**src/rtl/radio_link_regs_pkg.sv**
```systemverilog
package radio_link_regs_pkg;

  // Register offsets, bank 0
  localparam logic [4:0] ADDR_WIDTH_SETUP_OFS    = 5'h03;
  localparam logic [4:0] RETRANSMIT_SETUP_OFS    = 5'h04;
  localparam logic [4:0] RADIO_CHANNEL_OFS       = 5'h05;
  localparam logic [4:0] RADIO_SETUP_OFS         = 5'h06;
  localparam logic [4:0] EVENT_STATUS_OFS        = 5'h07;
  localparam logic [4:0] TRANSMIT_OBSERVE_OFS    = 5'h08;
  localparam logic [4:0] CARRIER_PRESENT_OFS     = 5'h09;
  localparam logic [4:0] PIPE0_ADDR_OFS          = 5'h0A;
  localparam logic [4:0] PIPE1_ADDR_OFS          = 5'h0B;
  localparam logic [4:0] PIPE2_LOW_OFS           = 5'h0C;
  localparam logic [4:0] PIPE3_LOW_OFS           = 5'h0D;
  localparam logic [4:0] PIPE4_LOW_OFS           = 5'h0E;
  localparam logic [4:0] PIPE5_LOW_OFS           = 5'h0F;
  localparam logic [4:0] TRANSMIT_ADDR_OFS       = 5'h10;

  // Serial command encodings
  localparam logic [2:0] CMD_READ_PREFIX         = 3'h0;
  localparam logic [2:0] CMD_WRITE_PREFIX        = 3'h1;
  localparam logic [7:0] BANK_TOGGLE_COMMAND     = 8'h50;
  localparam logic [7:0] BANK_TOGGLE_KEY         = 8'h53;

  // Field positions
  localparam int STAT_BANK_BIT   = 7;
  localparam int STAT_RX_BIT     = 6;
  localparam int STAT_TX_BIT     = 5;
  localparam int STAT_RETRY_BIT  = 4;

  // Reset values
  localparam logic [1:0]  WIDTH_CODE_RST         = 2'h3;
  localparam logic [3:0]  RETRY_DELAY_RST        = 4'h0;
  localparam logic [3:0]  RETRY_LIMIT_RST        = 4'h3;
  localparam logic [6:0]  RADIO_CHANNEL_RST      = 7'h02;
  localparam logic [7:0]  RADIO_SETUP_RST        = 8'h3F;
  localparam logic [2:0]  PIPE_NUM_EMPTY         = 3'h7;
  localparam logic [39:0] PIPE0_ADDR_RST         = 40'hE7E7E7E7E7;
  localparam logic [39:0] PIPE1_ADDR_RST         = 40'hC2C2C2C2C2;
  localparam logic [7:0]  PIPE2_LOW_RST          = 8'hC3;
  localparam logic [7:0]  PIPE3_LOW_RST          = 8'hC4;
  localparam logic [7:0]  PIPE4_LOW_RST          = 8'hC5;
  localparam logic [7:0]  PIPE5_LOW_RST          = 8'hC6;
  localparam logic [39:0] TRANSMIT_ADDR_RST      = 40'hE7E7E7E7E7;

  // Retry delay timing: 250 us per step, code 0 is one step
  localparam int CLK_FREQ_MHZ       = 20;
  localparam int RETRY_STEP_US      = 250;
  localparam int RETRY_STEP_CYCLES  = RETRY_STEP_US * CLK_FREQ_MHZ;

endpackage

```
**src/rtl/radio_link_config_status_regs.sv**
```systemverilog
`timescale 1ns/100ps
// How it works
// - Width code 01/10/11 gives 3/4/5 address bytes, 00 illegal, reset 11.
// - Below five bytes only the low address bytes are used.
// - Retry delay code sets wait between transmissions, 250 us per step.
// - Retry limit zero disables retries, else up to limit retries; reset 3.
// - Channel register holds seven-bit channel, reset 2, bit 7 reads zero.
// - Radio setup holds power level, air rate and receive gain fields.
// - Status byte shifts out while the host shifts in each command byte.
// - Status bit 7 shows bank; toggle command plus 0x53 flips it.
// - Receive-ready flag sets on new payload, clears on write of one.
// - Sent flag sets on transmit when auto-ack is off, on acknowledge when auto-ack is on.
// - Retry-exhausted flag clears on write one; blocks traffic while set.
// - Status bits 3:1 give pipe number, 111 when receive FIFO empty.
// - Status bit 0 reads one when the transmit FIFO is full.
// - Lost-packet count saturates at 15, cleared by channel register write.
// - Retry count counts retransmissions, zeroed when a new packet starts.
// - Pipe 0 and 1 addresses are 40 bits, written low byte first.
// - Pipes 2 to 5 store low byte; upper bytes come from pipe 1.
// - Unmasked set event flags drive the interrupt pin low.
// - Multi-byte values go low byte first, each byte high bit first.
module radio_link_config_status_regs #(
  parameter int RETRY_STEP_CYCLES = radio_link_regs_pkg::RETRY_STEP_CYCLES
) (
  // Clock and reset
  input  wire logic        i_clk_sys,
  input  wire logic        i_rstn,
  // Serial command port
  input  wire logic        i_sck,
  input  wire logic        i_csn,
  input  wire logic        i_mosi,
  output logic             o_miso,
  output logic             o_miso_oe,
  output logic             o_irq_n,
  // Event inputs from the radio engine
  input  wire logic        i_rx_payload_arrived,
  input  wire logic [2:0]  i_rx_pipe_num,
  input  wire logic        i_tx_done,
  input  wire logic        i_ack_received,
  input  wire logic        i_auto_ack_active,
  input  wire logic        i_ack_timeout,
  input  wire logic        i_new_packet_start,
  input  wire logic        i_tx_fifo_full,
  input  wire logic        i_carrier_present,
  // Interrupt masks held in the configuration register
  input  wire logic        i_rx_ready_irq_mask,
  input  wire logic        i_tx_sent_irq_mask,
  input  wire logic        i_retry_limit_irq_mask,
  // Settings to the radio engine
  output logic [1:0]       o_width_code,
  output logic [6:0]       o_radio_channel,
  output logic             o_air_rate_select,
  output logic [1:0]       o_output_power_level,
  output logic             o_rx_gain_high,
  output logic             o_bank_indicator,
  output logic             o_comm_blocked,
  output logic             o_retransmit_go,
  output logic [39:0]      o_pipe0_addr,
  output logic [39:0]      o_pipe1_addr,
  output logic [39:0]      o_pipe2_addr,
  output logic [39:0]      o_pipe3_addr,
  output logic [39:0]      o_pipe4_addr,
  output logic [39:0]      o_pipe5_addr,
  output logic [39:0]      o_tx_addr
);

  ////////////////////////////////////////////////////////////////////////
  // Register storage
  logic [1:0]  width_code_r;
  logic [3:0]  retry_delay_code_r;
  logic [3:0]  retry_limit_r;
  logic [6:0]  radio_channel_r;
  logic [7:0]  radio_setup_r;
  logic        bank_indicator_r;
  logic        rx_data_ready_flag_r;
  logic        tx_data_sent_flag_r;
  logic        retry_exhausted_flag_r;
  logic [2:0]  pipe_num_r;
  logic        tx_full_r;
  logic [3:0]  lost_packet_count_r;
  logic [3:0]  retry_count_r;
  logic        carrier_present_r;
  logic [39:0] pipe0_receive_address_r;
  logic [39:0] pipe1_receive_address_r;
  logic [7:0]  pipe_low_r [2:5];
  logic [39:0] transmit_address_r;

  // Serial engine state
  logic        sck_q_r;
  logic [2:0]  bit_cnt_r;
  logic [2:0]  byte_cnt_r;
  logic [6:0]  rx_sh_r;
  logic [7:0]  cmd_r;
  logic [7:0]  tx_sh_r;

  // Retry delay timer
  logic [16:0] delay_cnt_r;
  logic        delay_run_r;

  // Derived strobes
  logic        sck_rise;
  logic        sck_fall;
  logic        byte_done;
  logic [7:0]  rx_byte;
  logic [7:0]  status_byte;
  logic [4:0]  cur_addr;
  logic        wr_en;
  logic [2:0]  wr_idx;
  logic [7:0]  wr_data;
  logic        exhaust;
  logic        retry_start;
  logic        tx_sent_evt;
  logic        rx_clr, tx_clr, rt_clr;
  logic        rx_nxt, tx_nxt, rt_nxt;

  ////////////////////////////////////////////////////////////////////////
  // Helpers

  // Keep only the low address bytes the width code selects
  function automatic logic [39:0] mask_addr(input logic [39:0] a, input logic [1:0] wc);
    case (wc)
      2'h1:    mask_addr = {16'h0000, a[23:0]};
      2'h2:    mask_addr = {8'h00, a[31:0]};
      default: mask_addr = a;                   // Illegal code treated as full width
    endcase
  endfunction

  // Byte idx of a 40-bit value, zero past the top
  function automatic logic [7:0] byte_of(input logic [39:0] v, input logic [2:0] idx);
    byte_of = (idx < 3'h5) ? v[idx*8 +: 8] : 8'h00;
  endfunction

  // Read data for register a, byte idx
  function automatic logic [7:0] read_byte(input logic [4:0] a, input logic [2:0] idx,
                                           input logic [7:0] st);
    logic [7:0] b0;
    b0 = 8'h00;
    case (a)
      radio_link_regs_pkg::ADDR_WIDTH_SETUP_OFS: b0 = {6'h00, width_code_r};
      radio_link_regs_pkg::RETRANSMIT_SETUP_OFS: b0 = {retry_delay_code_r, retry_limit_r};
      radio_link_regs_pkg::RADIO_CHANNEL_OFS:    b0 = {1'b0, radio_channel_r};
      radio_link_regs_pkg::RADIO_SETUP_OFS:      b0 = radio_setup_r;
      radio_link_regs_pkg::EVENT_STATUS_OFS:     b0 = st;
      radio_link_regs_pkg::TRANSMIT_OBSERVE_OFS: b0 = {lost_packet_count_r, retry_count_r};
      radio_link_regs_pkg::CARRIER_PRESENT_OFS:  b0 = {7'h00, carrier_present_r};
      radio_link_regs_pkg::PIPE2_LOW_OFS:        b0 = pipe_low_r[2];
      radio_link_regs_pkg::PIPE3_LOW_OFS:        b0 = pipe_low_r[3];
      radio_link_regs_pkg::PIPE4_LOW_OFS:        b0 = pipe_low_r[4];
      radio_link_regs_pkg::PIPE5_LOW_OFS:        b0 = pipe_low_r[5];
      default:                                   b0 = 8'h00;
    endcase
    case (a)
      radio_link_regs_pkg::PIPE0_ADDR_OFS:    read_byte = byte_of(pipe0_receive_address_r, idx);
      radio_link_regs_pkg::PIPE1_ADDR_OFS:    read_byte = byte_of(pipe1_receive_address_r, idx);
      radio_link_regs_pkg::TRANSMIT_ADDR_OFS: read_byte = byte_of(transmit_address_r, idx);
      default:                                read_byte = (idx == 3'h0) ? b0 : 8'h00;
    endcase
  endfunction

  ////////////////////////////////////////////////////////////////////////
  // Decode of the serial stream

  assign sck_rise    = ~i_csn & i_sck & ~sck_q_r;
  assign sck_fall    = ~i_csn & ~i_sck & sck_q_r;
  assign byte_done   = sck_rise && (bit_cnt_r == 3'h7);
  assign rx_byte     = {rx_sh_r, i_mosi};
  assign status_byte = {bank_indicator_r, rx_data_ready_flag_r, tx_data_sent_flag_r,
                        retry_exhausted_flag_r, pipe_num_r, tx_full_r};
  assign cur_addr    = (byte_cnt_r == 3'h0) ? rx_byte[4:0] : cmd_r[4:0];
  // Bank 1 holds a different map, so bank 0 registers only answer in bank 0
  assign wr_en       = byte_done && (byte_cnt_r != 3'h0) && !bank_indicator_r &&
                       (cmd_r[7:5] == radio_link_regs_pkg::CMD_WRITE_PREFIX);
  assign wr_idx      = byte_cnt_r - 3'h1;
  assign wr_data     = rx_byte;

  // Serial bit and byte counters, edge tracking
  always_ff @(posedge i_clk_sys or negedge i_rstn) begin
    if (!i_rstn) begin
      sck_q_r    <= 1'b0;
      bit_cnt_r  <= 3'h0;
      byte_cnt_r <= 3'h0;
      rx_sh_r    <= 7'h00;
      cmd_r      <= 8'hFF;
    end else begin
      sck_q_r <= i_sck;
      if (i_csn) begin
        bit_cnt_r  <= 3'h0;
        byte_cnt_r <= 3'h0;
      end else if (sck_rise) begin
        bit_cnt_r <= bit_cnt_r + 3'h1;
        rx_sh_r   <= rx_byte[6:0];
        if (byte_done) begin
          if (byte_cnt_r == 3'h0) begin
            cmd_r <= rx_byte;
          end
          // Saturate so long bursts keep addressing past the top byte
          if (byte_cnt_r != 3'h7) begin
            byte_cnt_r <= byte_cnt_r + 3'h1;
          end
        end
      end
    end
  end

  // Output shifter: status first, then read data on a fall edge
  always_ff @(posedge i_clk_sys or negedge i_rstn) begin
    if (!i_rstn) begin
      tx_sh_r   <= 8'h00;
      o_miso    <= 1'b0;
      o_miso_oe <= 1'b0;
    end else begin
      o_miso_oe <= ~i_csn;
      if (i_csn) begin
        tx_sh_r <= {status_byte[6:0], 1'b0};
        o_miso  <= status_byte[7];
      end else if (byte_done) begin
        if (cmd_r[7:5] == radio_link_regs_pkg::CMD_READ_PREFIX || byte_cnt_r == 3'h0) begin
          tx_sh_r <= (rx_byte[7:5] == radio_link_regs_pkg::CMD_READ_PREFIX ||
                      byte_cnt_r != 3'h0) && !bank_indicator_r ?
                     read_byte(cur_addr, byte_cnt_r, status_byte) : 8'h00;
        end else begin
          tx_sh_r <= 8'h00;
        end
      end else if (sck_fall) begin
        o_miso  <= tx_sh_r[7];
        tx_sh_r <= {tx_sh_r[6:0], 1'b0};
      end
    end
  end

  ////////////////////////////////////////////////////////////////////////
  // Writable configuration

  always_ff @(posedge i_clk_sys or negedge i_rstn) begin
    if (!i_rstn) begin
      width_code_r       <= radio_link_regs_pkg::WIDTH_CODE_RST;
      retry_delay_code_r <= radio_link_regs_pkg::RETRY_DELAY_RST;
      retry_limit_r      <= radio_link_regs_pkg::RETRY_LIMIT_RST;
      radio_channel_r    <= radio_link_regs_pkg::RADIO_CHANNEL_RST;
      radio_setup_r      <= radio_link_regs_pkg::RADIO_SETUP_RST;
    end else if (wr_en && wr_idx == 3'h0) begin
      case (cmd_r[4:0])
        radio_link_regs_pkg::ADDR_WIDTH_SETUP_OFS: width_code_r <= wr_data[1:0];
        radio_link_regs_pkg::RETRANSMIT_SETUP_OFS: begin
          retry_delay_code_r <= wr_data[7:4];
          retry_limit_r      <= wr_data[3:0];
        end
        radio_link_regs_pkg::RADIO_CHANNEL_OFS:    radio_channel_r <= wr_data[6:0];
        radio_link_regs_pkg::RADIO_SETUP_OFS:      radio_setup_r   <= wr_data;
        default: ;
      endcase
    end
  end

  // Address storage, one byte per data byte, low byte first
  always_ff @(posedge i_clk_sys or negedge i_rstn) begin
    if (!i_rstn) begin
      pipe0_receive_address_r <= radio_link_regs_pkg::PIPE0_ADDR_RST;
      pipe1_receive_address_r <= radio_link_regs_pkg::PIPE1_ADDR_RST;
      transmit_address_r      <= radio_link_regs_pkg::TRANSMIT_ADDR_RST;
      pipe_low_r[2]           <= radio_link_regs_pkg::PIPE2_LOW_RST;
      pipe_low_r[3]           <= radio_link_regs_pkg::PIPE3_LOW_RST;
      pipe_low_r[4]           <= radio_link_regs_pkg::PIPE4_LOW_RST;
      pipe_low_r[5]           <= radio_link_regs_pkg::PIPE5_LOW_RST;
    end else if (wr_en && wr_idx < 3'h5) begin
      case (cmd_r[4:0])
        radio_link_regs_pkg::PIPE0_ADDR_OFS:
          pipe0_receive_address_r[wr_idx*8 +: 8] <= wr_data;
        radio_link_regs_pkg::PIPE1_ADDR_OFS:
          pipe1_receive_address_r[wr_idx*8 +: 8] <= wr_data;
        radio_link_regs_pkg::TRANSMIT_ADDR_OFS:
          transmit_address_r[wr_idx*8 +: 8] <= wr_data;
        radio_link_regs_pkg::PIPE2_LOW_OFS: if (wr_idx == 3'h0) pipe_low_r[2] <= wr_data;
        radio_link_regs_pkg::PIPE3_LOW_OFS: if (wr_idx == 3'h0) pipe_low_r[3] <= wr_data;
        radio_link_regs_pkg::PIPE4_LOW_OFS: if (wr_idx == 3'h0) pipe_low_r[4] <= wr_data;
        radio_link_regs_pkg::PIPE5_LOW_OFS: if (wr_idx == 3'h0) pipe_low_r[5] <= wr_data;
        default: ;
      endcase
    end
  end

  // Bank toggle: command byte then key byte in one frame
  always_ff @(posedge i_clk_sys or negedge i_rstn) begin
    if (!i_rstn) begin
      bank_indicator_r <= 1'b0;
    end else if (byte_done && byte_cnt_r == 3'h1 &&
                 cmd_r == radio_link_regs_pkg::BANK_TOGGLE_COMMAND &&
                 rx_byte == radio_link_regs_pkg::BANK_TOGGLE_KEY) begin
      bank_indicator_r <= ~bank_indicator_r;
    end
  end

  ////////////////////////////////////////////////////////////////////////
  // Retransmission control

  // A timeout with the limit used up ends the packet as lost
  assign exhaust     = i_ack_timeout && !retry_exhausted_flag_r &&
                       (retry_count_r >= retry_limit_r);
  assign retry_start = i_ack_timeout && !retry_exhausted_flag_r && !exhaust;

  // Delay timer, loaded with (code + 1) steps less one
  always_ff @(posedge i_clk_sys or negedge i_rstn) begin
    if (!i_rstn) begin
      delay_cnt_r     <= 17'h00000;
      delay_run_r     <= 1'b0;
      o_retransmit_go <= 1'b0;
    end else begin
      o_retransmit_go <= 1'b0;
      if (i_new_packet_start || retry_exhausted_flag_r) begin
        delay_run_r <= 1'b0;
      end else if (retry_start) begin
        delay_cnt_r <= 17'(RETRY_STEP_CYCLES * (int'(retry_delay_code_r) + 1) - 1);
        delay_run_r <= 1'b1;
      end else if (delay_run_r) begin
        if (delay_cnt_r == 17'h00000) begin
          delay_run_r     <= 1'b0;
          o_retransmit_go <= 1'b1;
        end else begin
          delay_cnt_r <= delay_cnt_r - 17'h00001;
        end
      end
    end
  end

  // Observe counters
  always_ff @(posedge i_clk_sys or negedge i_rstn) begin
    if (!i_rstn) begin
      lost_packet_count_r <= 4'h0;
      retry_count_r       <= 4'h0;
    end else begin
      if (wr_en && wr_idx == 3'h0 && cmd_r[4:0] == radio_link_regs_pkg::RADIO_CHANNEL_OFS) begin
        lost_packet_count_r <= {3'h0, exhaust};
      end else if (exhaust && lost_packet_count_r != 4'hF) begin
        lost_packet_count_r <= lost_packet_count_r + 4'h1;
      end
      if (i_new_packet_start) begin
        retry_count_r <= 4'h0;
      end else if (retry_start) begin
        retry_count_r <= retry_count_r + 4'h1;
      end
    end
  end

  ////////////////////////////////////////////////////////////////////////
  // Status flags, a set in the clearing cycle wins

  assign rx_clr = wr_en && wr_idx == 3'h0 &&
                  cmd_r[4:0] == radio_link_regs_pkg::EVENT_STATUS_OFS &&
                  wr_data[radio_link_regs_pkg::STAT_RX_BIT];
  assign tx_clr = wr_en && wr_idx == 3'h0 &&
                  cmd_r[4:0] == radio_link_regs_pkg::EVENT_STATUS_OFS &&
                  wr_data[radio_link_regs_pkg::STAT_TX_BIT];
  assign rt_clr = wr_en && wr_idx == 3'h0 &&
                  cmd_r[4:0] == radio_link_regs_pkg::EVENT_STATUS_OFS &&
                  wr_data[radio_link_regs_pkg::STAT_RETRY_BIT];
  assign tx_sent_evt = i_auto_ack_active ? i_ack_received : i_tx_done;
  assign rx_nxt = i_rx_payload_arrived | (rx_data_ready_flag_r & ~rx_clr);
  assign tx_nxt = tx_sent_evt | (tx_data_sent_flag_r & ~tx_clr);
  assign rt_nxt = exhaust | (retry_exhausted_flag_r & ~rt_clr);

  always_ff @(posedge i_clk_sys or negedge i_rstn) begin
    if (!i_rstn) begin
      rx_data_ready_flag_r   <= 1'b0;
      tx_data_sent_flag_r    <= 1'b0;
      retry_exhausted_flag_r <= 1'b0;
      o_comm_blocked         <= 1'b0;
      o_irq_n                <= 1'b1;
    end else begin
      rx_data_ready_flag_r   <= rx_nxt;
      tx_data_sent_flag_r    <= tx_nxt;
      retry_exhausted_flag_r <= rt_nxt;
      o_comm_blocked         <= rt_nxt;
      o_irq_n <= ~((rx_nxt & ~i_rx_ready_irq_mask) | (tx_nxt & ~i_tx_sent_irq_mask) |
                   (rt_nxt & ~i_retry_limit_irq_mask));
    end
  end

  // Sampled read-only state
  always_ff @(posedge i_clk_sys or negedge i_rstn) begin
    if (!i_rstn) begin
      pipe_num_r        <= radio_link_regs_pkg::PIPE_NUM_EMPTY;
      tx_full_r         <= 1'b0;
      carrier_present_r <= 1'b0;
    end else begin
      pipe_num_r        <= i_rx_pipe_num;
      tx_full_r         <= i_tx_fifo_full;
      carrier_present_r <= i_carrier_present;
    end
  end

  ////////////////////////////////////////////////////////////////////////
  // Registered settings to the radio engine

  always_ff @(posedge i_clk_sys or negedge i_rstn) begin
    if (!i_rstn) begin
      o_width_code         <= radio_link_regs_pkg::WIDTH_CODE_RST;
      o_radio_channel      <= radio_link_regs_pkg::RADIO_CHANNEL_RST;
      o_air_rate_select    <= radio_link_regs_pkg::RADIO_SETUP_RST[3];
      o_output_power_level <= radio_link_regs_pkg::RADIO_SETUP_RST[2:1];
      o_rx_gain_high       <= radio_link_regs_pkg::RADIO_SETUP_RST[0];
      o_bank_indicator     <= 1'b0;
      o_pipe0_addr         <= 40'h0000000000;
      o_pipe1_addr         <= 40'h0000000000;
      o_pipe2_addr         <= 40'h0000000000;
      o_pipe3_addr         <= 40'h0000000000;
      o_pipe4_addr         <= 40'h0000000000;
      o_pipe5_addr         <= 40'h0000000000;
      o_tx_addr            <= 40'h0000000000;
    end else begin
      o_width_code         <= width_code_r;
      o_radio_channel      <= radio_channel_r;
      o_air_rate_select    <= radio_setup_r[3];
      o_output_power_level <= radio_setup_r[2:1];
      o_rx_gain_high       <= radio_setup_r[0];
      o_bank_indicator     <= bank_indicator_r;
      o_pipe0_addr <= mask_addr(pipe0_receive_address_r, width_code_r);
      o_pipe1_addr <= mask_addr(pipe1_receive_address_r, width_code_r);
      o_pipe2_addr <= mask_addr({pipe1_receive_address_r[39:8], pipe_low_r[2]},
                                width_code_r);
      o_pipe3_addr <= mask_addr({pipe1_receive_address_r[39:8], pipe_low_r[3]},
                                width_code_r);
      o_pipe4_addr <= mask_addr({pipe1_receive_address_r[39:8], pipe_low_r[4]},
                                width_code_r);
      o_pipe5_addr <= mask_addr({pipe1_receive_address_r[39:8], pipe_low_r[5]},
                                width_code_r);
      o_tx_addr    <= mask_addr(transmit_address_r, width_code_r);
    end
  end

endmodule

```
**config.mk**
```make
export PLATFORM = sky130hd
export DESIGN_NAME = radio_link_config_status_regs
export DESIGN_NICKNAME = d
export VERILOG_FILES = /design/src/rtl/radio_link_regs_pkg.sv /design/src/rtl/radio_link_config_status_regs.sv
export SDC_FILE = /design/constraint.sdc
export NUM_CORES = 1
export LEC_CHECK = 0
export BUFFER_PORTS_ARGS = -buffer_cell sky130_fd_sc_hd__buf_2
export CORE_MARGIN = 2
export CORE_UTILIZATION = 43
export CTS_BUF_LIST = sky130_fd_sc_hd__clkbuf_4 sky130_fd_sc_hd__clkbuf_8 sky130_fd_sc_hd__clkbuf_16
export CTS_CLUSTER_SIZE = 8
export DETAILED_ROUTE_END_ITERATION = 10
export PLACE_DENSITY = 0.7
export SYNTH_ARGS = -nofsm -noshare
export SYNTH_HDL_FRONTEND = slang
export SYNTH_SLANG_ARGS = --single-unit
```
**constraint.sdc**
```tcl
create_clock -name i_clk_sys -period 5.1 [get_ports i_clk_sys]
set_input_delay 0.51 -clock i_clk_sys [delete_from_list [all_inputs] [get_ports i_clk_sys]]
set_output_delay 0.51 -clock i_clk_sys [all_outputs]
set_load 0.005 [all_outputs]
```
==> summary.txt, run 1 <==
Outcome: finished with violations
Violated checks: hold timing
Die height: 213 um
Routed Antenna Nets: 0
Global Route Usage Sum: 21.8%
Critical Path Sink Type: register
Count leader, synth: dfrtp_1
Pwr dens: 352 mW/mm^2
Routed wire length: 49.4 mm
Register area share after synthesis: 55.8%
CTS resizes: 0
Detailed-route DRC error count: 0
Max-cap violations: 0
Max-slew violations: 0
Crit path DAT: 5110 ps
1st-pass router iterations: 6
Worst hold path class: input port to asynchronous set/reset pin
CTS Hold Bufs: 2
Share of cells above drive strength 1: 44.1%
Synth cell count leaders: dfrtp_1, mux2_2, buf_4
Minimum clock period: 4610 ps
Antenna violations before repair: 2
Root buf cell: clkbuf_16
PortBufs: 317
Clk_lat worst skew: 600 ps
Metal-1 WL: 21.0 mm
Clock share of power: 48.0%
Worst-case reg-to-reg path depth: 15
Avg Cell Area, Syn: 12.3 um^2
Largest cells by area after synthesis: dfrtp_1, dfstp_2, mux2_2
Crit-path cells: ha_1 > xor2_1 > fa_1 > ha_1 > inv_1 > fa_1 > inv_1 > ha_1 > a21o_1 > a31oi_1 > a21oi_1 > nor4_1 > nand4_1 > xnor2_1 > o211ai_1
Initial Utilization: 43.5%
Die ar.: 0.0453 mm^2
DR top layer: met5
CTS H-Tree Depth: 2
Final count of hold timing violations: 5
Switching share of power: 24.4%
Critical path peak fanout: 9
Number of flops mapped to enable cells by yosys: 0
Most frequent CP cell: ha_1
Post-Syn Nets: 1598
Clock-pin slew on the worst setup and hold paths: 50 ps
Gate power share: 7.4%
Setup CP Type: register to register
CTS buffer count: 57
Int Power: 0.00581 W
Worst-Margin Slew: 1220 ps
NumNets Final: 1804
Ant diodes: 0
Multi-input logic area: 0.00694 mm^2
Seq cells post-synth: 412
Core outline area: 0.0431 mm^2
Yosys top cell by area: dfrtp_1
Count of different cell masters after synthesis: 70
DIE WIDTH: 213 um
Number of setup buffers added after CTS: 0
Asr flop ratio synth: 100%
Peak supply drop: 0.256 mV
Final HPWL DP: 34.5 mm
Vias: 12700
Grt ovf: 0
Num ports: 318
Worst path slowest cell: nor4_1
Cells after synthesis: 1529
Core Rows: 76
TritonCTS clock tree: done
Average wire per standard cell: 20.9 um
Fill count: 3757
Final Util: 50.8%
Synth Cell Area: 0.0187 mm^2
Register area: 0.0105 mm^2
RSZ-0062 raised after global routing: no
Routability Congestion: 0.918
Worst hold slack: -24.9 ps
Sequential share of power: 44.6%
Commonest register cell after synthesis: dfrtp_1
1st-iter DRT viols: 900
Maximum number of pins on one net before global-route repair: 125
Layout area overhead: 16.6%
Max stage delay on crit path: 550 ps
Vias in the first global route: 12400
Global-route wire length before repair: 74.6 mm
Routed wl met2: 23.9 mm
Synth top area share: 39.0%
WL met3: 3.12 mm
Worst reg2reg path endpoint: delay_cnt_r[15]
Via density: 5.38
Worst setup SP type: register
Final worst-path cycle share: 90.3%
R2R setup slack: 490 ps
# clock sinks: 412
Switching power total: 0.00188 W
Lkg Pwr: 10.8 nW
Maximum buffer depth of the clock tree: 3
Final setup vio count: 0
TNS Setup: 0 ps
Slew HR: 18.4%
Layout Skew: 22.9 ps
CP Data Required Time: 5610 ps
Yosys warnings: 0
Fmax: 217 MHz
Reg-to-reg startpoint: retry_delay_code_r[0]
-- worst max-delay path, delay by kind of cell, from the launching register on --
family          cells  cell delay, ps
compound gates      4             740
xor+xnor            2             630
fa+ha+maj           5            1750
buf+inv             2             140
flops               1             540
simple gates        2             730
-- worst max path at each step --
stage,from,end,slack [ps],depth (start not counted)
6_report,retry_delay_code_r[0],delay_cnt_r[15],490,15
4_1_cts,retry_delay_code_r[0],delay_cnt_r[15],510,15
5_1_grt,retry_delay_code_r[0],delay_cnt_r[15],70,15
3_5_place_dp,retry_delay_code_r[0],delay_cnt_r[15],550,15
3_3_place_gp,retry_delay_code_r[0],delay_cnt_r[15],630,15
2_1_floorplan,retry_delay_code_r[0],delay_cnt_r[15],760,16
-- layout make-up --
class | instances | share of cell area, %
tap | 585 | 3.35
clock inverter | 3 | 0.235
timing repair buffer | 341 | 8.26
multi-input combinational | 889 | 31.7
sequential | 412 | 47.8
clock buffer | 100 | 8.00
inverter | 34 | 0.584
-- registers in the layout, summed over array words and instances (netlist names), 9 cells and up --
signal / flops
delay_cnt_r: 17
o_pipe0_addr: 40
o_pipe1_addr: 9
o_pipe5_addr: 39
o_tx_addr: 40
pipe0_receive_address_r: 40
pipe1_receive_address_r: 40
pipe_low_r: 32
transmit_address_r: 40
-- cell usage in the layout, fill, tap and decap left out, types with 11 or more instances in the layout --
cell	count
dfstp_2	120
mux2i_1	44
a22oi_1	20
a31oi_1	11
clkbuf_4	43
mux2_2	190
nand3_1	23
nand2b_1	19
and2_1	26
dfrtp_1	291
nor2b_1	32
inv_1	33
buf_2	316
nand2_1	58
buf_4	20
o22ai_1	21
a21oi_1	59
xnor2_1	15
nor2_1	96
clkbuf_16	57
o21ai_0	42
nor3_1	24
ha_1	46
-- through the flow --
step	area, um^2	total power, W	setup slack, ps	std cells	hold slack, ps
after CTS	21900	0.00776	507	2364	1.19
after floorplan	18700	0.00373	763	1529	214
final	21900	0.00769	494	2364	-24.9
after global placement	20000	0.00403	628	2259	375
after detailed placement	20000	0.00404	553	2259	372
after global routing	21900	0.00796	70.4	2364	10.5
-- logic make-up after synthesis --
kind of cell	synth area share, %
fa+ha+maj	3.50
flops	55.8
mux	15.1
buf+inv	7.22
xor+xnor	1.12
compound gates	7.86
simple gates	9.39
-- power groups by stage --
stage / clock (W) / combinational [W] / sequential, W
floorplan: 0 / 0.000317 / 0.00342
global placement: 0 / 0.000552 / 0.00348
finish: 0.00369 / 0.000571 / 0.00343
global route: 0.00391 / 0.000615 / 0.00343
detailed placement: 0 / 0.000561 / 0.00348
CTS: 0.00377 / 0.000562 / 0.00343
-- per-layer routing --
metal  vias to the layer above  global-route usage, %
met5                         -                      0
met4                         2                   7.38
met3                        86                   3.34
met2                       534                   36.2
met1                      6413                   29.3
li1                       5685                      -
Power figures use the tool's default switching activity.
==> run 2: changes to the inputs <==
--- a/config.mk
+++ b/config.mk
@@ -5,7 +5,7 @@
 export SDC_FILE = /design/constraint.sdc
 export NUM_CORES = 1
 export LEC_CHECK = 0
-export BUFFER_PORTS_ARGS = -buffer_cell sky130_fd_sc_hd__buf_2
+export BUFFER_PORTS_ARGS = -buffer_cell sky130_fd_sc_hd__buf_4
 export CORE_MARGIN = 2
 export CORE_UTILIZATION = 43
 export CTS_BUF_LIST = sky130_fd_sc_hd__clkbuf_4 sky130_fd_sc_hd__clkbuf_8 sky130_fd_sc_hd__clkbuf_16
==> constraint.sdc (replaced) <==
create_clock -name i_clk_sys -period 5 [get_ports i_clk_sys]
set_input_delay 0.5 -clock i_clk_sys [delete_from_list [all_inputs] [get_ports i_clk_sys]]
set_output_delay 0.5 -clock i_clk_sys [all_outputs]
set_load 0.005 [all_outputs]
==> run 2 against run 1 <==
Against the previous run:
- the flow still finishes with violations (hold timing)
- register-to-register slack got worse by 120 ps
- core utilization increased by 2.0 points
- via count about the same
- cell count increased by 0.30%
- clock-buffer cell count increased by 2
- wire length increased by 1.9%
- critical path type unchanged
- highest routed layer unchanged
==> summary.txt, run 2 (synthesized netlist as in run 1, its figures left out) <==
Worst slack, placed: 436 ps (was 553 ps)
Violated checks: hold timing (unchanged)
Worst reg2reg path endpoint: delay_cnt_r[15] (unchanged)
Worst-Margin Slew: 1100 ps (was 1220 ps)
DIE WIDTH: 213 um (unchanged)
Reg-to-reg startpoint: retry_delay_code_r[0] (unchanged)
Non-Filler Instances: 2371 (was 2364)
Lkg Pwr: 10.8 nW (about the same)
Num ports: 318 (unchanged)
Average wire per standard cell: 21.2 um (was 20.9 um)
NumNets Final: 1809 (was 1804)
Clock-pin slew on the worst setup and hold paths: 50 ps (about the same)
Final HPWL DP: 34.9 mm (was 34.5 mm)
Maximum number of pins on one net before global-route repair: 122 (was 125)
Grt ovf: 0 (unchanged)
Vias in the first global route: 12700 (was 12400)
Worst path slowest cell: nor4_1 (unchanged)
TritonCTS clock tree: done (unchanged)
Root buf cell: clkbuf_16 (unchanged)
Layout Skew: 26.7 ps (was 22.9 ps)
Critical path's top delay family: adder cells (unchanged)
1st-iter DRT viols: 984 (was 900)
Most common cell after layout, fill and taps aside: buf_4 (was buf_2)
Worst hold slack: -28.2 ps (was -24.9 ps)
1st-pass router iterations: 6 (unchanged)
Global-route wire length before repair: 76.1 mm (was 74.6 mm)
Crit-path cells: ha_1 > xor2_1 > fa_1 > ha_1 > inv_1 > fa_1 > inv_1 > ha_1 > a21o_1 > a31oi_1 > a21oi_1 > nor4_1 > nand4_1 > xnor2_1 > o211ai_1 (unchanged)
Worst-case reg-to-reg path depth: 15 (unchanged)
Fill count: 3707 (was 3757)
Initial Utilization: 43.5% (unchanged)
Final setup vio count: 0 (unchanged)
TNS Setup: 0 ps (unchanged)
Routability Congestion: 0.888 (was 0.918)
Detailed-route DRC error count: 0 (unchanged)
Die ar.: 0.0453 mm^2 (unchanged)
Final worst-path cycle share: 92.6% (was 90.3%)
Pwr dens: 348 mW/mm^2 (was 352 mW/mm^2)
CTS H-Tree Depth: 2 (unchanged)
Most frequent CP cell: ha_1 (unchanged)
Max stage delay on crit path: 600 ps (was 550 ps)
Max-slew violations: 0 (unchanged)
Slew HR: 25.1% (was 18.4%)
Layout area overhead: 21.2% (was 16.6%)
Ant diodes: 0 (unchanged)
Peak supply drop: 0.301 mV (was 0.256 mV)
Routed Antenna Nets: 0 (unchanged)
Via density: 5.37 (was 5.38)
Max-cap violations: 0 (unchanged)
Worst setup SP type: register (unchanged)
Minimum clock period: 4630 ps (was 4610 ps)
CTS resizes: 0 (unchanged)
Commonest non-fill, non-tap cells in the layout: buf_4, dfrtp_1, mux2_2 (was buf_2, dfrtp_1, mux2_2)
Routed wire length: 50.3 mm (was 49.4 mm)
Sum of buffers and inverters on the critical path: 2 (unchanged)
Antenna violations before repair: 2 (unchanged)
Critical path peak fanout: 9 (unchanged)
Setup CP Type: register to register (unchanged)
R2R setup slack: 370 ps (was 490 ps)
Fmax: 216 MHz (was 217 MHz)
Final WS setup: 372 ps (was 494 ps)
Share of cells above drive strength 1: 44.2% (was 44.1%)
Die height: 213 um (unchanged)
Crit path DAT: 5100 ps (was 5110 ps)
Vias: 12700 (about the same)
CP Data Required Time: 5470 ps (was 5610 ps)
PortBufs: 317 (unchanged)
Post-Place Cells: 2261 (was 2259)
Number of setup buffers added after CTS: 0 (unchanged)
# clock sinks: 412 (unchanged)
Global Route Usage Sum: 22.2% (was 21.8%)
Maximum buffer depth of the clock tree: 3 (unchanged)
Clk_lat worst skew: 620 ps (was 600 ps)
Core Rows: 76 (unchanged)
RSZ-0062 raised after global routing: no (unchanged)
Final count of hold timing violations: 14 (was 5)
Critical Path Sink Type: register (unchanged)
Outcome: finished with violations (unchanged)
CTS buffer count: 57 (unchanged)
Core outline area: 0.0431 mm^2 (unchanged)
Worst hold path class: input port to asynchronous set/reset pin (unchanged)
## run 2: cell count changes in the layout (fill, tap and decap cells not counted), sizes merged
cell	change
buf	+2
clkbuf	+2
clkinv	-1
dlygate4sd3	+3
inv	+1
## run 2: worst max path at each step
stage                          startpoint         endpoint  slack (ps)  depth (start not counted)
floorplan           retry_delay_code_r[0]  delay_cnt_r[15]         660                         16
global placement    retry_delay_code_r[0]  delay_cnt_r[16]         550                         15
detailed placement  retry_delay_code_r[0]  delay_cnt_r[15]         440                         15
CTS                 retry_delay_code_r[0]  delay_cnt_r[15]         420                         15
global route        retry_delay_code_r[0]  delay_cnt_r[15]          20                         15
finish              retry_delay_code_r[0]  delay_cnt_r[15]         370                         15
## run 2: cell type report
cell class | count | area (um^2) | share of cell area [%]
sequential | 412 | 10500 | 46.0
multi-input combinational | 889 | 6940 | 30.5
timing repair buffer | 346 | 2640 | 11.6
clock buffer | 102 | 1780 | 7.84
tap | 585 | 732 | 3.22
inverter | 34 | 128 | 0.562
clock inverter | 3 | 41.3 | 0.182
## run 2: stage by stage
step	total power (W)	utilization, %	hold slack [ps]	cell area, um^2
final	0.00790	52.8	-28.2	22700
after global placement	0.00412	48.4	375	20900
after CTS	0.00796	52.8	11.3	22700
after global routing	0.00817	52.8	17.5	22700
after floorplan	0.00381	-	204	18700
after detailed placement	0.00413	48.4	369	20900
## run 2: power breakdown
group	switching [W]	leakage, nW	internal [W]
combinational	0.000414	4.67	0.000183
clock	0.00141	0.938	0.00240
sequential	0.0000981	5.24	0.00340
## run 2: per-layer routing
layer,track usage [%],part of all wire (%),vias to the layer above
met2,37.6,50,505
met1,29.2,42,6425
met5,0,0.046,-
met3,3.84,6.3,85
met4,6.68,2.2,4
li1,-,-,5707
## run 2: what timing repair did
action                                  in CTS  in global routing
endpoints found under the setup margin       0                  0
hold buffers                                 5                  0
endpoints found under the hold margin        5                  0
==> run 3: changes to the inputs <==
--- a/config.mk
+++ b/config.mk
@@ -5,6 +5,7 @@
 export SDC_FILE = /design/constraint.sdc
 export NUM_CORES = 1
 export LEC_CHECK = 0
+export ABC_AREA = 1
 export BUFFER_PORTS_ARGS = -buffer_cell sky130_fd_sc_hd__buf_4
 export CORE_MARGIN = 2
 export CORE_UTILIZATION = 43
==> run 3 against run 2 <==
Against the previous run:
- the flow now finishes without violations
- register-to-register slack improved by 480 ps
- clock-buffer cell count rose by 4
- worst hold slack improved by 130 ps
- final area rose by 0.63%
- sequential share of layout area fell by 0.30 points
- power rose by 1.2%
- first-iteration DRC count rose by 39%
- critical path type unchanged
- critical endpoint is now delay_cnt_r[14]
==> summary.txt, run 3 <==
Outcome: finished clean (was finished with violations)
Average wire per standard cell: 19.0 um (was 21.2 um)
Max-cap violations: 0 (unchanged)
Final worst-path cycle share: 83.0% (was 92.6%)
Critical Path Sink Type: register (unchanged)
Critical path peak fanout: 6 (was 9)
Reg-to-reg startpoint: retry_delay_code_r[0] (unchanged)
Synth top area share: 38.6% (was 39.0%)
Largest cells by area after synthesis: dfrtp_1, dfstp_2, nand2_1 (was dfrtp_1, dfstp_2, mux2_2)
Ant diodes: 0 (unchanged)
Crit path DAT: 4630 ps (was 5100 ps)
Global-route wire length before repair: 85.8 mm (was 76.1 mm)
Detailed-route DRC error count: 0 (unchanged)
Setup CP Type: register to register (unchanged)
Worst setup SP type: register (unchanged)
Antenna violations before repair: 0 (was 2)
Post-Syn Nets: 2189 (was 1598)
Grt ovf: 0 (unchanged)
Yosys top cell by area: dfrtp_1 (unchanged)
Pwr dens: 349 mW/mm^2 (was 348 mW/mm^2)
WHS Endpoint: retry_count_r[1]
CTS Hold Bufs: 7 (was 5)
RSZ-0062 raised after global routing: no (unchanged)
Sum of buffers and inverters on the critical path: 0 (was 2)
R2R setup slack: 850 ps (was 370 ps)
Commonest register cell after synthesis: dfrtp_1 (unchanged)
Global Route Usage Sum: 24.6% (was 22.2%)
Synth Cell Area: 0.0189 mm^2 (was 0.0187 mm^2)
1st-pass router iterations: 8 (was 6)
Vias: 15400 (was 12700)
Register area share after synthesis: 55.2% (was 55.8%)
Grt peak-use layer: met2 (unchanged)
Die ar.: 0.0457 mm^2 (was 0.0453 mm^2)
Via density: 5.23 (was 5.37)
Final count of hold timing violations: 0 (was 14)
Share of cells above drive strength 1: 25.1% (was 44.2%)
Final setup vio count: 0 (unchanged)
Layout area overhead: 20.8% (was 21.2%)
Routed wire length: 56.0 mm (was 50.3 mm)
Peak supply drop: 0.247 mV (was 0.301 mV)
Number of flops mapped to enable cells by yosys: 0 (unchanged)
Non-Filler Instances: 2950 (was 2371)
GR Util met3: 3.21% (was 3.84%)
Count of different cell masters after synthesis: 50 (was 70)
1st-iter DRT viols: 1370 (was 984)
Yosys warnings: 0 (unchanged)
Hold depth: 2
Root buf cell: clkbuf_16 (unchanged)
Core outline area: 0.0433 mm^2 (was 0.0431 mm^2)
CTS H-Tree Depth: 2 (unchanged)
Worst path slowest cell: fa_1 (was nor4_1)
Worst reg2reg path endpoint: delay_cnt_r[14] (was delay_cnt_r[15])
Layout Skew: 23.5 ps (was 26.7 ps)
Worst-case reg-to-reg path depth: 14 (was 15)
Commonest non-fill, non-tap cells in the layout: nand2_1, buf_4, dfrtp_1 (was buf_4, dfrtp_1, mux2_2)
Met1 GRT Util: 32.7% (was 29.2%)
Design Area, Final: 0.0229 mm^2 (was 0.0227 mm^2)
Clk_lat worst skew: 610 ps (was 620 ps)
CP Data Required Time: 5480 ps (was 5470 ps)
Crit-path cells: ha_1 > xor2_1 > fa_1 > ha_1 > ha_1 > ha_1 > a21oi_1 > nor2_1 > nor2_1 > o21ai_0 > xor2_1 > nor2_1 > o21ai_0 > a21oi_1 (was ha_1 > xor2_1 > fa_1 > ha_1 > inv_1 > fa_1 > inv_1 > ha_1 > a21o_1 > a31oi_1 > a21oi_1 > nor4_1 > nand4_1 > xnor2_1 > o211ai_1)
Worst hold path class: input port to register (was input port to asynchronous set/reset pin)
Minimum clock period: 4150 ps (was 4630 ps)
PortBufs: 317 (unchanged)
Asr flop ratio synth: 100% (unchanged)
Vias in the first global route: 15000 (was 12700)
Lkg Pwr: 11.2 nW (was 10.8 nW)
Routed Antenna Nets: 0 (unchanged)
Crit path from: retry_delay_code_r[0] (unchanged)
Fmax: 241 MHz (was 216 MHz)
Fill count: 3833 (was 3707)
Maximum buffer depth of the clock tree: 3 (unchanged)
Clock-pin slew on the worst setup and hold paths: 50 ps (about the same)
DIE WIDTH: 214 um (was 213 um)
CTS resizes: 0 (unchanged)
Most common cell after layout, fill and taps aside: nand2_1 (was buf_4)
Slew HR: 28.2% (was 25.1%)
Max stage delay on crit path: 510 ps (was 600 ps)
Core Rows: 76 (unchanged)
Post-placement cell area: 0.0209 mm^2 (about the same)
Num ports: 318 (unchanged)
Initial Utilization: 43.8% (was 43.5%)
Synth cell count leaders: nand2_1, dfrtp_1, o21ai_0 (was dfrtp_1, mux2_2, buf_4)
Number of setup buffers added after CTS: 0 (unchanged)
TNS Setup: 0 ps (unchanged)
Most frequent CP cell: ha_1 (unchanged)
Final HPWL DP: 40.4 mm (was 34.9 mm)
GRT met2 Usage: 41.4% (was 37.6%)
Post-Place Cells: 2834 (was 2261)
Routability Congestion: 0.955 (was 0.888)
Count leader, synth: nand2_1 (was dfrtp_1)
TritonCTS clock tree: done (unchanged)
Maximum number of pins on one net before global-route repair: 146 (was 122)
Seq cells post-synth: 412 (unchanged)
Max-slew violations: 0 (unchanged)
Avg Cell Area, Syn: 8.93 um^2 (was 12.3 um^2)
Critical path's top delay family: adder cells (unchanged)
NumNets Final: 2385 (was 1809)
Worst-Margin Slew: 1070 ps (was 1100 ps)
Min-delay src: i_new_packet_start
# clock sinks: 412 (unchanged)
Die height: 214 um (was 213 um)
Cells after synthesis: 2120 (was 1529)
CTS buffer count: 58 (was 57)
-- run 3: cell types whose count changed after synthesis, moves of 13 or more --
cell and delta:
inv_1 +120, nand2b_1 -18, and2_1 -26, o21ai_0 +210, nand3_1 +114, buf_2 +14
nand2_1 +460, o21ai_1 +29, nor2_1 +85, mux2i_1 -43, a21oi_1 -29, a22oi_1 -13
nor2b_1 -33, mux2_2 -189
-- run 3: area by class of cell --
cell class / count / area (um^2) / share of cell area [%]
timing repair buffer: 343 / 2630 / 11.5
clock buffer: 106 / 1830 / 8.00
clock inverter: 3 / 41.3 / 0.181
sequential: 412 / 10500 / 45.7
inverter: 158 / 596 / 2.60
multi-input combinational: 1343 / 6590 / 28.8
tap: 585 / 732 / 3.20
-- run 3: cells by family after synthesis --
| group | count (synthesis) | share of synthesized area (%) |
|---|---|---|
| compound gates | 364 | 10.2 |
| xor+xnor | 21 | 0.971 |
| fa+ha+maj | 50 | 3.46 |
| buf+inv | 365 | 9.99 |
| flops | 412 | 55.2 |
| mux | 2 | 0.112 |
| simple gates | 906 | 20.0 |
-- run 3: how the worst max path moves through the flow --
stage	endpoint	slack [ps]	cells after the start
3_5_place_dp	delay_cnt_r[14]	930	14
2_1_floorplan	delay_cnt_r[16]	1250	18
4_1_cts	delay_cnt_r[14]	900	14
5_1_grt	delay_cnt_r[14]	420	14
6_report	delay_cnt_r[14]	850	14
3_3_place_gp	delay_cnt_r[16]	1100	17
-- run 3: where the power goes --
group / internal, W / switching [W] / total (W)
Combinational: 0.000155 / 0.000485 / 0.000641
Sequential: 0.00341 / 0.0000622 / 0.00347
Clock: 0.00246 / 0.00142 / 0.00388
Total: 0.00602 / 0.00197 / 0.00799
-- run 3: through the flow --
step	hold slack (ps)	power (W)	setup slack, ps	util (%)
2_1_floorplan	204	0.00386	1250	-
3_3_place_gp	376	0.00414	1100	48.4
3_5_place_dp	374	0.00415	926	48.4
4_1_cts	93.6	0.00805	895	52.9
5_1_grt	100	0.00829	417	52.9
6_report	105	0.00799	851	52.9
-- run 3: layer usage --
layer	up-vias	wire, um
li1	7169	-
met1	7491	23400
met2	661	27200
met3	109	3700
met4	0	1670
met5	-	0
-- run 3: worst register-to-register path: cells and delay by family, from the launching register on --
family,cells,cell delay (ps)
XOR/XNOR,2,710
adder cells (fa/ha/maj),5,1790
AO/OA/AOI/OAI,4,700
AND/OR/NAND/NOR,3,360
flip-flops,1,460
